==> src/verilog/line_state_pkg.sv <==
// Constants, states and index names for the full-speed line-state detector.
// Assumes a 100 MHz CLK and receiver comparator outputs from the pad ring.
// Function
// - Bit timing derived from 12 Mb/s rate
// - Differential one: positive difference, D+ driven high
// - Differential zero: negative difference, D- driven high
// - SE0 when both lines below driven threshold
// - Full-speed idle: D+ floating high, D- low
// - Low-speed idle: mirror of full-speed idle
// - Start of packet on idle-to-K transition
// - End of packet: SE0 then J
// - SE0 width measured with approximate bit boundary
// - Bus reset after lines low 2.5 us
package line_state_pkg;
    // ---------------------------------------------------------------
    // Timing
    // ---------------------------------------------------------------
    localparam int CLK_PS = 10000;
    localparam int BIT_RATE_BPS = 12000000;
    localparam int BIT_PS = 1000000000 / (BIT_RATE_BPS / 1000);
    localparam int HOST_RESET_MS = 10;
    localparam int RESET_DET_NS_X10 = 25;
    localparam int RESET_DET_PS = RESET_DET_NS_X10 * 100000;
    localparam int BIT_TOL_NUM = 3;
    localparam int BIT_TOL_DEN = 4;
    localparam int EOP_MIN_PS = BIT_PS * BIT_TOL_NUM / BIT_TOL_DEN;
    localparam int EOP_MIN_CYC = (EOP_MIN_PS + CLK_PS - 1) / CLK_PS;
    localparam int RESET_CYC = (RESET_DET_PS + CLK_PS - 1) / CLK_PS;
    localparam int CNT_W = 10;
    typedef logic [CNT_W-1:0] count_t;
    localparam count_t CNT_ZERO = 10'h000;
    localparam count_t CNT_ONE = 10'h001;
    localparam count_t EOP_MIN = count_t'(EOP_MIN_CYC);
    localparam count_t RESET_MIN = count_t'(RESET_CYC);

    // ---------------------------------------------------------------
    // Receiver comparator bits
    // ---------------------------------------------------------------
    localparam int SENSE_W = 8;
    typedef logic [SENSE_W-1:0] sense_t;
    localparam sense_t SENSE_RST = 8'h00;
    localparam int S_DIFF_POS = 0;
    localparam int S_DIFF_NEG = 1;
    localparam int S_DP_DRIVEN = 2;
    localparam int S_DM_DRIVEN = 3;
    localparam int S_DP_FLOAT = 4;
    localparam int S_DM_FLOAT = 5;
    localparam int S_DP_LOW = 6;
    localparam int S_DM_LOW = 7;

    // ---------------------------------------------------------------
    // Link states
    // ---------------------------------------------------------------
    typedef enum logic [2:0] {
        ST_WAIT_IDLE,
        ST_IDLE,
        ST_PACKET,
        ST_EOP_SE0,
        ST_EOP_J
    } link_state_e;
endpackage

==> src/verilog/rx_sense_if.sv <==
// Carrier for synchronised receiver comparator bits.
// Assumes both ends share CLK.
`timescale 1ns/100ps
interface rx_sense_if;
    import line_state_pkg::*;
    sense_t sense;
    modport producer (output sense);
    modport consumer (input sense);
endinterface

==> src/verilog/rx_sense_sync.sv <==
// Two-stage synchroniser for the receiver comparator bits.
// Assumes raw comparator outputs are asynchronous to CLK.
`timescale 1ns/100ps
module rx_sense_sync (
    input wire logic clk,
    input wire logic srst,
    input wire line_state_pkg::sense_t raw,
    rx_sense_if.producer out
);
    import line_state_pkg::*;

    typedef struct packed {
        sense_t meta;
        sense_t sync;
    } sync_s;

    sync_s s_reg;
    sync_s s_next;

    // ---------------------------------------------------------------
    // Two flip-flops per bit
    // ---------------------------------------------------------------
    always_comb begin
        s_next = s_reg;
        s_next.meta = raw;
        s_next.sync = s_reg.meta;
    end

    always_ff @(posedge clk) begin
        if (srst) begin
            s_reg <= '{meta: SENSE_RST, sync: SENSE_RST};
        end else begin
            s_reg <= s_next;
        end
    end

    assign out.sense = s_reg.sync;
endmodule

==> src/verilog/usb_fs_line_state_detector.sv <==
// Full-speed line-state decoder with packet framing and bus reset detect.
// Outputs are registered; SOP, EOP and BUS_RESET are one-cycle pulses.
// Assumes receiver comparator outputs arrive asynchronously on pins.
`timescale 1ns/100ps
module usb_fs_line_state_detector (
    input wire logic CLK,
    input wire logic SRST,
    input wire logic DIFF_POS,
    input wire logic DIFF_NEG,
    input wire logic DP_DRIVEN_HIGH,
    input wire logic DM_DRIVEN_HIGH,
    input wire logic DP_FLOATING_HIGH,
    input wire logic DM_FLOATING_HIGH,
    input wire logic DP_BELOW_LOW,
    input wire logic DM_BELOW_LOW,
    output logic LINE_J,
    output logic LINE_K,
    output logic LINE_SE0,
    output logic FS_IDLE,
    output logic LS_IDLE,
    output logic IN_PACKET,
    output logic SOP,
    output logic EOP,
    output logic BUS_RESET,
    output logic RESET_HELD
);
    import line_state_pkg::*;

    // ---------------------------------------------------------------
    // State record
    // ---------------------------------------------------------------
    typedef struct packed {
        link_state_e state;
        count_t cnt;
        count_t low_cnt;
        logic line_j;
        logic line_k;
        logic line_se0;
        logic fs_idle;
        logic ls_idle;
        logic in_packet;
        logic sop;
        logic eop;
        logic bus_reset;
        logic reset_held;
    } det_s;

    det_s s_reg;
    det_s s_next;
    sense_t raw;
    logic diff_one;
    logic diff_zero;
    logic se0;
    logic fs_idle_now;
    logic ls_idle_now;
    logic lines_low;

    rx_sense_if sense_bus ();

    // ---------------------------------------------------------------
    // Pin capture and synchroniser
    // ---------------------------------------------------------------
    always_comb begin
        raw = SENSE_RST;
        raw[S_DIFF_POS] = DIFF_POS;
        raw[S_DIFF_NEG] = DIFF_NEG;
        raw[S_DP_DRIVEN] = DP_DRIVEN_HIGH;
        raw[S_DM_DRIVEN] = DM_DRIVEN_HIGH;
        raw[S_DP_FLOAT] = DP_FLOATING_HIGH;
        raw[S_DM_FLOAT] = DM_FLOATING_HIGH;
        raw[S_DP_LOW] = DP_BELOW_LOW;
        raw[S_DM_LOW] = DM_BELOW_LOW;
    end

    rx_sense_sync u_sync (
        .clk(CLK),
        .srst(SRST),
        .raw(raw),
        .out(sense_bus.producer)
    );

    // ---------------------------------------------------------------
    // Counter and state helpers
    // ---------------------------------------------------------------
    function automatic count_t sat_inc(input count_t c);
        sat_inc = (c == '1) ? c : c + CNT_ONE;
    endfunction

    function automatic logic reached(input count_t c, input count_t lim);
        reached = sat_inc(c) >= lim;
    endfunction

    function automatic logic in_frame(input link_state_e st);
        in_frame = (st == ST_PACKET) || (st == ST_EOP_SE0) || (st == ST_EOP_J);
    endfunction

    // ---------------------------------------------------------------
    // Line decode
    // ---------------------------------------------------------------
    always_comb begin
        diff_one = sense_bus.sense[S_DIFF_POS] & sense_bus.sense[S_DP_DRIVEN];
        diff_zero = sense_bus.sense[S_DIFF_NEG] & sense_bus.sense[S_DM_DRIVEN];
        se0 = ~sense_bus.sense[S_DP_DRIVEN] & ~sense_bus.sense[S_DM_DRIVEN];
        fs_idle_now = sense_bus.sense[S_DP_FLOAT] & ~sense_bus.sense[S_DM_DRIVEN];
        ls_idle_now = sense_bus.sense[S_DM_FLOAT] & ~sense_bus.sense[S_DP_DRIVEN];
        lines_low = sense_bus.sense[S_DP_LOW] & sense_bus.sense[S_DM_LOW];
    end

    // ---------------------------------------------------------------
    // Framing and reset detection
    // ---------------------------------------------------------------
    always_comb begin
        s_next = s_reg;
        s_next.line_j = diff_one;
        s_next.line_k = diff_zero;
        s_next.line_se0 = se0;
        s_next.fs_idle = fs_idle_now;
        s_next.ls_idle = ls_idle_now;
        s_next.sop = 1'b0;
        s_next.eop = 1'b0;
        s_next.bus_reset = 1'b0;
        case (s_reg.state)
            ST_WAIT_IDLE: begin
                if (fs_idle_now) begin
                    s_next.state = ST_IDLE;
                end
            end
            ST_IDLE: begin
                if (diff_zero) begin
                    s_next.state = ST_PACKET;
                    s_next.sop = 1'b1;
                end else if (!fs_idle_now && !diff_one) begin
                    s_next.state = ST_WAIT_IDLE;
                end
            end
            ST_PACKET: begin
                if (se0) begin
                    s_next.state = ST_EOP_SE0;
                    s_next.cnt = CNT_ONE;
                end
            end
            ST_EOP_SE0: begin
                if (se0) begin
                    s_next.cnt = sat_inc(s_reg.cnt);
                end else if (s_reg.cnt < EOP_MIN) begin
                    s_next.state = ST_PACKET;
                end else if (diff_one) begin
                    s_next.state = ST_EOP_J;
                    s_next.cnt = CNT_ONE;
                end else begin
                    s_next.state = ST_WAIT_IDLE;
                end
            end
            ST_EOP_J: begin
                if (!diff_one) begin
                    s_next.state = ST_WAIT_IDLE;
                end else if (reached(s_reg.cnt, EOP_MIN)) begin
                    s_next.state = ST_IDLE;
                    s_next.eop = 1'b1;
                end else begin
                    s_next.cnt = s_reg.cnt + CNT_ONE;
                end
            end
            default: begin
                s_next.state = ST_WAIT_IDLE;
            end
        endcase
        if (lines_low) begin
            s_next.low_cnt = sat_inc(s_reg.low_cnt);
        end else begin
            s_next.low_cnt = CNT_ZERO;
        end
        s_next.reset_held = lines_low && reached(s_reg.low_cnt, RESET_MIN);
        if (s_next.reset_held) begin
            s_next.bus_reset = ~s_reg.reset_held;
            s_next.state = ST_WAIT_IDLE;
            s_next.cnt = CNT_ZERO;
            s_next.sop = 1'b0;
            s_next.eop = 1'b0;
        end
        s_next.in_packet = in_frame(s_next.state);
    end

    // ---------------------------------------------------------------
    // Register update
    // ---------------------------------------------------------------
    always_ff @(posedge CLK) begin
        if (SRST) begin
            s_reg <= '{
                state: ST_WAIT_IDLE,
                cnt: CNT_ZERO,
                low_cnt: CNT_ZERO,
                line_j: 1'b0,
                line_k: 1'b0,
                line_se0: 1'b0,
                fs_idle: 1'b0,
                ls_idle: 1'b0,
                in_packet: 1'b0,
                sop: 1'b0,
                eop: 1'b0,
                bus_reset: 1'b0,
                reset_held: 1'b0
            };
        end else begin
            s_reg <= s_next;
        end
    end

    // ---------------------------------------------------------------
    // Outputs
    // ---------------------------------------------------------------
    assign LINE_J = s_reg.line_j;
    assign LINE_K = s_reg.line_k;
    assign LINE_SE0 = s_reg.line_se0;
    assign FS_IDLE = s_reg.fs_idle;
    assign LS_IDLE = s_reg.ls_idle;
    assign IN_PACKET = s_reg.in_packet;
    assign SOP = s_reg.sop;
    assign EOP = s_reg.eop;
    assign BUS_RESET = s_reg.bus_reset;
    assign RESET_HELD = s_reg.reset_held;
endmodule

==> config.mk <==
export PLATFORM = sky130hd
export DESIGN_NAME = usb_fs_line_state_detector
export DESIGN_NICKNAME = d
export VERILOG_FILES = /design/src/verilog/line_state_pkg.sv /design/src/verilog/rx_sense_if.sv /design/src/verilog/rx_sense_sync.sv /design/src/verilog/usb_fs_line_state_detector.sv
export SDC_FILE = /design/constraint.sdc
export NUM_CORES = 1
export LEC_CHECK = 0
export BUFFER_PORTS_ARGS = -buffer_cell sky130_fd_sc_hd__buf_4
export CAP_MARGIN = 20
export CORE_UTILIZATION = 53
export DETAILED_ROUTE_END_ITERATION = 8
export PLACE_DENSITY = 0.73
export SLEW_MARGIN = 5
export SYNTH_ARGS = -nofsm -noshare
export SYNTH_HDL_FRONTEND = slang
export SYNTH_SLANG_ARGS = --single-unit
==> constraint.sdc <==
create_clock -name CLK -period 1.9 [get_ports CLK]
set_input_delay 0 -clock CLK [delete_from_list [all_inputs] [get_ports CLK]]
set_output_delay 0 -clock CLK [all_outputs]
set_load 0.02 [all_outputs]
==> flow_metrics.tcl, run 1 <==
set metrics [dict create \
    dieArea_mm2 0.00462 \
    ys.flop_type "dfxtp_1" \
    routed_via_density 6.67 \
    grt_use_total 0.306 \
    largest_reg_flops 23 \
    syn-num-nets 285 \
    fmax_ghz 0.449 \
    worstPathArrival_ns 2.44 \
    finalWirelength_um 9230 \
    root_buffer "clkbuf_8" \
    grt_pass1_wl_um 10500 \
    layout_setup_ws_ns -0.330 \
    p_clk_frac 0.374 \
    synth_edf_count 0 \
    power.share.combinational 0.065 \
    crit_path_start_kind "flip-flop" \
    core_area_mm2 0.00409 \
    path_clk_slew_ns 0.12 \
    layout_min_cycle_time_ns 2.23 \
    numPortBuffers 19 \
    seqPwrFrac 0.561 \
    grt-ovfl-total 0 \
    fin_util 0.870 \
    synth_cell_types 56 \
    ir_worst_vdd_v 0.000522 \
    start_util 0.564 \
    final.setup.tns_ns -3.41 \
    rsz0062_at_grt "yes" \
    h-tree-depth 2 \
    clock_path_buffers 2 \
    violations "negative setup slack" \
    cts_buffers 5 \
    p_sw_mw 0.495 \
    dp.cells 383 \
    r2r_slack_ns -0.33 \
    area_delta_synth_final_pct 54.3 \
    globalplace.congestion 0.871 \
    ios 20 \
    n_antenna_cell 0 \
    die_w_um 67.9 \
    holdPathStages 2 \
    p_int_mw 1.38 \
    synth.most_common_cell "dfxtp_1" \
    crit_type "flip-flop to flip-flop" \
    drive_above_1_share 0.464 \
    ys_ff_latch 49 \
    critPathMaxFanout 6 \
    routedWlPerCell_um 22.2 \
    clk_latency_ns 0.33 \
    drtIter0Drc 374 \
    vias 2774 \
    detail-route-antenna-nets 0 \
    cts_tree "built" \
    yosys-top-cells-count "49 x dfxtp_1, 29 x nor2_1, 17 x nor2b_1" \
    nets 377 \
    cp.required_ns 2.11 \
    fin_cells 416 \
    grt_pass1_vias 2243 \
    hpwlAfterDp_um 4060 \
    holdCritPathClass "input pin to flip-flop" \
    drc_errors 0 \
    finalHoldViolCount 0 \
    r2r-start "s_reg[21]" \
    async_flop_share 0 \
    syn_avg_cell_area_um2 8.44 \
    reg2reg_to "s_reg[23]" \
    p_sw_frac 0.264 \
    cts.sinks 49 \
    syn-cell-area_mm2 0.00230 \
    worstMarginPinSlew_ns 0.562 \
    setup_viol_count_final 19 \
    hold_path_startpoint "SRST" \
    finalCritPeriodShare 1.17 \
    yosysSeqAreaShare 0.426 \
    slew_headroom 0.624 \
    rr_worst_depth 9 \
    drv_slew 0 \
    leakagePower_nw 1.40 \
    hold_end "u_sync.out.sense[7]" \
    synthDominantCellAreaShare 0.426 \
    status "complete, but fails checks" \
    syn_inst 273 \
    rows 23 \
    first_pass_iters 7 \
    antenna_found_initial 0 \
    yosys.area.top_type "dfxtp_1" \
    skew_ns 0.0196 \
    yosysWarnings 0 \
    fp.dieH_um 67.9 \
    maxCapViolations 0 \
    end_kind "flip-flop" \
    synth.area.top_cells "dfxtp_1 43%, nor2_1 4.7%, nor2b_1 4.6%" \
    grt_start_max_net_pins 25 \
    power_density_mw_per_mm2 528 \
]
layer usage:
layer  vias up  global-route usage  part of all wire  wire [um]
met5         -                   0                 0          0
met1      1280               0.361              0.36       3360
met4         0               0.135             0.066        613
met3        82              0.0700             0.092        854
met2       224               0.523              0.48       4410
li1       1188                   -                 -          -
per-stage QoR:
| step | cell area (um2) | hold slack, ns | power, mW | setup WS, ns |
|---|---|---|---|---|
| floorplan | 2340 | 0.0716 | 1.12 | -0.0464 |
| global placement | 2900 | 0.210 | 1.17 | -0.0765 |
| detailed placement | 2900 | 0.215 | 1.17 | -0.145 |
| CTS | 3300 | 0.0136 | 1.84 | -0.0646 |
| global route | 3560 | 0.0256 | 1.92 | -0.372 |
| finish | 3560 | 0.0140 | 1.88 | -0.330 |
worst max-delay path, cell delays in order, from the launching register on:
cell and delay, ns:
dfxtp_4 0.39, ha_4 0.20, nand2_4 0.09, nor3_2 0.30
buf_4 0.19, nand3_1 0.21, buf_4 0.25, o31ai_1 0.08
nand3_1 0.16, a21oi_1 0.26
final cells by class:
cell class                 count  area, um2
multi-input combinational    203       1540
clock buffer                   5       68.8
tap                           50       62.6
fill                         192        531
sequential                    49       1000
clock inverter                 3       28.8
timing repair buffer         101        837
inverter                       5       18.8
cells in the final DEF (no fill, tap or decap), types with 7 or more instances in the layout:
master and n:
nor2_1 23, nor2b_1 17, nor3_2 7, dfxtp_1 37, nand2_1 14, a31oi_1 11, a21oi_1 8, dlygate4sd3_1 8
buf_4 82, buf_6 9, o21ai_0 14, nor3_1 7, dfxtp_2 9, a21oi_2 7, nand3_1 13
cells by family after synthesis:
logic type | count (synthesis) | share of synthesized area
AND/OR/NAND/NOR | 128 | 0.301
AO/OA/AOI/OAI | 68 | 0.194
flip-flops | 49 | 0.426
buffers and inverters | 21 | 0.0478
XOR/XNOR | 3 | 0.0114
multiplexers | 2 | 0.00869
adder cells (fa/ha/maj) | 2 | 0.0109
worst max-delay path by stage:
stage,cells after the start,to,slack (ns),from
6_report,9,s_reg[23],-0.33,s_reg[21]
5_1_grt,9,s_reg[23],-0.37,s_reg[10]
4_1_cts,7,s_reg[28],-0.06,s_reg[21]
3_5_place_dp,7,s_reg[20],-0.14,s_reg[21]
3_3_place_gp,7,s_reg[20],-0.08,s_reg[21]
2_1_floorplan,9,s_reg[26],-0.05,s_reg[10]
power groups by stage:
stage | Clock [mW] | Combinational [mW] | Sequential, mW
finish | 0.703 | 0.122 | 1.05
global placement | 0 | 0.0881 | 1.08
global route | 0.739 | 0.128 | 1.05
detailed placement | 0 | 0.0903 | 1.08
floorplan | 0 | 0.0409 | 1.08
CTS | 0.683 | 0.106 | 1.06
what timing repair did:
action | CTS | global route
hold buffers | 8 | 0
pin swaps | 17 | 12
endpoints found under the setup margin | 17 | 19
resized for setup | 34 | 48
hold endpoints to repair | 8 | 0
buffers inserted | 13 | 5
Power figures use the tool's default switching activity.
==> run 2: changes to the inputs <==
--- a/config.mk
+++ b/config.mk
@@ -10,6 +10,7 @@
 export CORE_UTILIZATION = 53
 export DETAILED_ROUTE_END_ITERATION = 8
 export PLACE_DENSITY = 0.73
+export SKIP_LAST_GASP = 1
 export SLEW_MARGIN = 5
 export SYNTH_ARGS = -nofsm -noshare
 export SYNTH_HDL_FRONTEND = slang
==> flow_metrics.tcl, run 2 (synthesis results as in run 1) <==
set metrics [dict create \
    rr_worst_depth 8 \
    reg2reg_to "s_reg[23]" \
    fmax_ghz 0.453 \
    cp.required_ns 2.13 \
    crit_path_start_kind "flip-flop" \
    worstPathArrival_ns 2.44 \
    fin_area_mm2 0.00354 \
    critPathMaxFanout 6 \
    ios 20 \
    routedWlPerCell_um 20.8 \
    grt_pass1_wl_um 10500 \
    total_power_mw 1.86 \
    largest_reg_flops 23 \
    detail-route-antenna-nets 0 \
    path_cells "buf_4 > nand3_2 > o21a_1 > a311o_1 > a31oi_4 > buf_4 > o21ai_0 > a21oi_1" \
    p_clk_frac 0.370 \
    r2r_slack_ns -0.31 \
    area_delta_synth_final_pct 53.5 \
    drc_errors 0 \
    finalWirelength_um 8660 \
    setup_viol_count_final 19 \
    finalHoldViolCount 0 \
    drive_above_1_share 0.464 \
    hold_path_startpoint "SRST" \
    vias 2742 \
    fp.dieH_um 67.9 \
    seqPwrFrac 0.565 \
    maxCapViolations 0 \
    cts.sinks 49 \
    ir_worst_vdd_v 0.000613 \
    use_met2 0.523 \
    busiest_layer "met2" \
    hold_slack_ns 0.0142 \
    cts_tree "built" \
    final_common_cell "buf_4" \
    finalCritPeriodShare 1.16 \
    cpMaxStageDelayCell "dfxtp_4" \
    grt_use_total 0.306 \
    status "complete, but fails checks" \
    slew_headroom 0.604 \
    n_antenna_cell 0 \
    crit_type "flip-flop to flip-flop" \
    root_buffer "clkbuf_8" \
    drv_slew 0 \
    leakagePower_nw 1.40 \
    antenna_found_initial 0 \
    cpMostUsedCell "buf_4" \
    die_w_um 67.9 \
    end_kind "flip-flop" \
    critical_path.max_stage_delay_ns 0.38 \
    power_density_mw_per_mm2 527 \
    nets 377 \
    numPortBuffers 19 \
    fin_util 0.866 \
    place_area_mm2 0.00290 \
    p_sw_frac 0.259 \
    layout_min_cycle_time_ns 2.21 \
    holdPathStages 2 \
    dieArea_mm2 0.00462 \
    hold_end "u_sync.out.sense[7]" \
    violations "negative setup slack" \
    grt-ovfl-total 0 \
    first_pass_iters 6 \
    grt_pass1_vias 2243 \
    start_util 0.564 \
    r2r-start "s_reg[21]" \
    rows 23 \
    h-tree-depth 2 \
    grt_start_max_net_pins 25 \
    power.share.combinational 0.065 \
    clk_latency_ns 0.32 \
    p_sw_mw 0.482 \
    worstMarginPinSlew_ns 0.592 \
    routed_via_density 6.59 \
    skew_ns 0.0168 \
    hpwlAfterDp_um 4060 \
    holdCritPathClass "input pin to flip-flop" \
    use_met1 0.361 \
    rsz0062_at_grt "yes" \
    final_cell_mix "87 x buf_4, 37 x dfxtp_1, 23 x nor2_1" \
    path_clk_slew_ns 0.11 \
    clock_path_buffers 2 \
    core_area_mm2 0.00409 \
    place_ws_ns -0.145 \
    layout_setup_ws_ns -0.308 \
    drtIter0Drc 316 \
    p_int_mw 1.38 \
    globalplace.congestion 0.871 \
    grt_use_met3 0.0700 \
    cts_buffers 5 \
]
## run 2: changes by cell type in the layout (fill, tap and decap cells not counted)
| cell | previous run | this run |
|---|---|---|
| buf_4 | 82 | 87 |
| buf_6 | 9 | 4 |
## run 2: power groups by stage
stage          registers, mW  clock network, mW  logic (mW)
5_1_grt                 1.05              0.729       0.127
6_report                1.05              0.691       0.121
3_3_place_gp            1.08                  0      0.0881
4_1_cts                 1.06              0.683       0.106
3_5_place_dp            1.08                  0      0.0903
2_1_floorplan           1.08                  0      0.0409
## run 2: repair_timing
item	4_1_cts	5_1_grt
pin swaps	17	12
setup endpoints to repair	17	19
endpoints found under the hold margin	8	0
setup buffers	13	5
resized for setup	34	43
hold buffers	8	0
## run 2: critical path: cells and delay by family, from the launching register on
kind | cells | cell delay, ns
AO/OA/AOI/OAI | 5 | 1.23
flip-flops | 1 | 0.38
buffers and inverters | 2 | 0.34
AND/OR/NAND/NOR | 1 | 0.14
## run 2: layer usage
layer | share of wire | up-vias
met4 | 0.048 | 0
li1 | - | 1190
met2 | 0.49 | 218
met3 | 0.097 | 59
met1 | 0.36 | 1275
met5 | 0 | -
## run 2: how the worst max path moves through the flow
stage                    from        end  slack [ns]  cells past startpoint
finish              s_reg[21]  s_reg[23]       -0.31                      8
global route        s_reg[21]  s_reg[23]       -0.36                      8
CTS                 s_reg[21]  s_reg[28]       -0.06                      7
detailed placement  s_reg[21]  s_reg[20]       -0.14                      7
global placement    s_reg[21]  s_reg[20]       -0.08                      7
floorplan           s_reg[10]  s_reg[26]       -0.05                      9
## run 2: area by class of cell
| cell class | count | area [um2] |
|---|---|---|
| clock inverters | 3 | 28.8 |
| multi-input cells | 203 | 1540 |
| flip-flops and latches | 49 | 1000 |
| repair buffers | 101 | 818 |
| clock buffers | 5 | 68.8 |
| well taps | 50 | 62.6 |
| fillers | 194 | 549 |
| inverters | 5 | 18.8 |
## run 2: per-stage QoR
stage / cells / TNS [ns]
2_1_floorplan: 273 / -0.211
3_3_place_gp: 383 / -0.899
3_5_place_dp: 383 / -1.35
4_1_cts: 412 / -0.325
5_1_grt: 416 / -3.90
6_report: 416 / -3.19
==> run 3: changes to the inputs <==
--- a/config.mk
+++ b/config.mk
@@ -5,11 +5,12 @@
 export SDC_FILE = /design/constraint.sdc
 export NUM_CORES = 1
 export LEC_CHECK = 0
+export ABC_AREA = 1
 export BUFFER_PORTS_ARGS = -buffer_cell sky130_fd_sc_hd__buf_4
 export CAP_MARGIN = 20
 export CORE_UTILIZATION = 53
 export DETAILED_ROUTE_END_ITERATION = 8
-export PLACE_DENSITY = 0.73
+export PLACE_DENSITY = 0.77
 export SKIP_LAST_GASP = 1
 export SLEW_MARGIN = 5
 export SYNTH_ARGS = -nofsm -noshare
==> flow_metrics.tcl, run 3 <==
set metrics [dict create \
    status "complete, but fails checks" \
    violations "negative setup slack" \
    layout_setup_ws_ns -0.109 \
    finalCritPeriodShare 1.06 \
    worstPathArrival_ns 2.26 \
    h-tree-depth 2 \
    synth.area.top_cells "dfxtp_1 39%, nand2_1 15%, nor2_1 10%" \
    final_common_cell "nand2_1" \
    power_density_mw_per_mm2 544 \
    synth_cell_types 31 \
    numPortBuffers 19 \
    p_clk_frac 0.365 \
    place_ws_ns -0.0395 \
    p_sw_frac 0.261 \
    p_int_mw 1.38 \
    clock_path_buffers 2 \
    routedWlPerCell_um 14.5 \
    fin_util 0.774 \
    power.share.combinational 0.069 \
    synth_edf_count 0 \
    drc_errors 0 \
    yosysWarnings 0 \
    cts.sinks 49 \
    grt_pass1_wl_um 10400 \
    skew_ns 0.0131 \
    critPathMaxFanout 7 \
    ys.flop_type "dfxtp_1" \
    rsz0062_at_grt "yes" \
    final_cell_mix "82 x nand2_1, 59 x inv_1, 55 x nor2_1" \
    crit_type "flip-flop to flip-flop" \
    final.setup.tns_ns -0.157 \
    grt_start_max_net_pins 28 \
    end_kind "flip-flop" \
    finalWirelength_um 7240 \
    synth.most_common_cell "nand2_1" \
    setup_viol_count_final 6 \
    fmax_ghz 0.498 \
    syn_inst 383 \
    core_area_mm2 0.00444 \
    async_flop_share 0 \
    cpMaxStageDelayCell "dfxtp_2" \
    nets 459 \
    p_sw_mw 0.487 \
    cts_buffers 5 \
    die_w_um 70.9 \
    grt_use_total 0.261 \
    path_clk_slew_ns 0.10 \
    drive_above_1_share 0.310 \
    yosysSeqAreaShare 0.390 \
    maxCapViolations 0 \
    holdCritPathClass "input pin to flip-flop" \
    cts_tree "built" \
    n_antenna_cell 0 \
    yosys-top-cells-count "98 x nand2_1, 68 x nor2_1, 59 x inv_1" \
    critical_path.max_stage_delay_ns 0.35 \
    synthDominantCellAreaShare 0.390 \
    cp.required_ns 2.15 \
    syn-num-nets 395 \
    root_buffer "clkbuf_8" \
    first_pass_iters 7 \
    fillers 279 \
    hpwlAfterDp_um 4150 \
    worstMarginPinSlew_ns 0.275 \
    drv_slew 0 \
    dieArea_mm2 0.00502 \
    start_util 0.566 \
    fp.dieH_um 70.9 \
    leakagePower_nw 1.61 \
    grt_pass1_vias 2394 \
    seqPwrFrac 0.566 \
    area_delta_synth_final_pct 36.8 \
    layout_min_cycle_time_ns 2.01 \
    vias 2762 \
    slew_headroom 0.816 \
    ys_ff_latch 49 \
    crit_path_start_kind "flip-flop" \
    syn-cell-area_mm2 0.00251 \
    grt-ovfl-total 0 \
    clk_latency_ns 0.32 \
    rows 24 \
    ios 20 \
    largest_reg_flops 23 \
    finalHoldViolCount 0 \
    yosys.area.top_type "dfxtp_1" \
    syn_avg_cell_area_um2 6.57 \
    path_cells "ha_4 > nand2_4 > nor2_4 > nand2_2 > nor2_2 > nor2_2 > nand2_2 > nor2_4 > nand3_4 > nand2_8 > nand2_8 > nand2_1 > nand2_1 > nor2_1" \
    detail-route-antenna-nets 0 \
    ir_worst_vdd_v 0.000697 \
    routed_via_density 5.52 \
    globalplace.congestion 0.985 \
    antenna_found_initial 0 \
    drtIter0Drc 260 \
    hold_slack_ns 0.0334 \
]
## run 3: changes by cell type after synthesis, sizes merged, moves of 11 or more
cell   delta
nand2    +87
inv      +57
nor2     +42
nand3    +24
nor2b    -17
a31oi    -11
nor3     -11
## run 3: cell type report
| class | count | area (um2) | area share |
|---|---|---|---|
| inverters | 63 | 239 | 0.0695 |
| clock inverters | 3 | 33.8 | 0.00982 |
| well taps | 52 | 65.1 | 0.0189 |
| multi-input cells | 266 | 1530 | 0.444 |
| flip-flops and latches | 49 | 990 | 0.288 |
| repair buffers | 62 | 517 | 0.150 |
| clock buffers | 5 | 68.8 | 0.0200 |
## run 3: cell families (layout without fill, tap and decap cells)
group / count (synthesis) / count (layout) / share of synthesized area
fa+ha+maj: 2 / 2 / 0.00995
buf+inv: 70 / 133 / 0.118
flops: 49 / 49 / 0.390
xor+xnor: 1 / 1 / 0.00348
simple gates: 225 / 227 / 0.397
compound gates: 36 / 36 / 0.0816
## run 3: power by group through the flow
stage | Clock [mW] | Combinational, mW | Sequential (mW)
floorplan | 0 | 0.0565 | 1.08
global placement | 0 | 0.0960 | 1.08
detailed placement | 0 | 0.0983 | 1.08
CTS | 0.685 | 0.113 | 1.06
global route | 0.724 | 0.141 | 1.06
finish | 0.683 | 0.128 | 1.06
## run 3: per-layer routing
layer / vias up / wire length, um / GRT usage
li1: 1329 / - / -
met1: 1274 / 2900 / 0.335
met2: 130 / 3510 / 0.440
met3: 29 / 578 / 0.0470
met4: 0 / 246 / 0.0956
met5: - / 0 / 0
## run 3: path summary, 6_finish.rpt
kind              slack, ns             endpoint  cells after the start              from
setup / recovery      -0.11            s_reg[21]                     14         s_reg[21]
setup reg to reg      -0.11            s_reg[21]                     14         s_reg[21]
hold / removal         0.03             LINE_SE0                      2              SRST
hold reg to reg        0.41  u_sync.out.sense[2]                      2  u_sync.s_next[2]
## run 3: repair_timing
item	in CTS	in global routing
gates cloned	1	1
hold buffers	8	0
setup endpoints to repair	13	18
setup buffers	2	6
hold endpoints to repair	8	0
gates resized for setup	8	77
pin swaps	3	27
## run 3: through the flow
step	total power [mW]	area, um2	cells
finish	1.87	3440	500
CTS	1.86	3100	493
global placement	1.18	2870	474
floorplan	1.14	2510	383
global route	1.93	3440	500
detailed placement	1.18	2870	474
## run 3: worst max-delay path, delay by kind of cell, from the launching register on
family | cells | cell delay [ns]
flip-flops | 1 | 0.35
adder cells (fa/ha/maj) | 1 | 0.17
AND/OR/NAND/NOR | 13 | 1.43
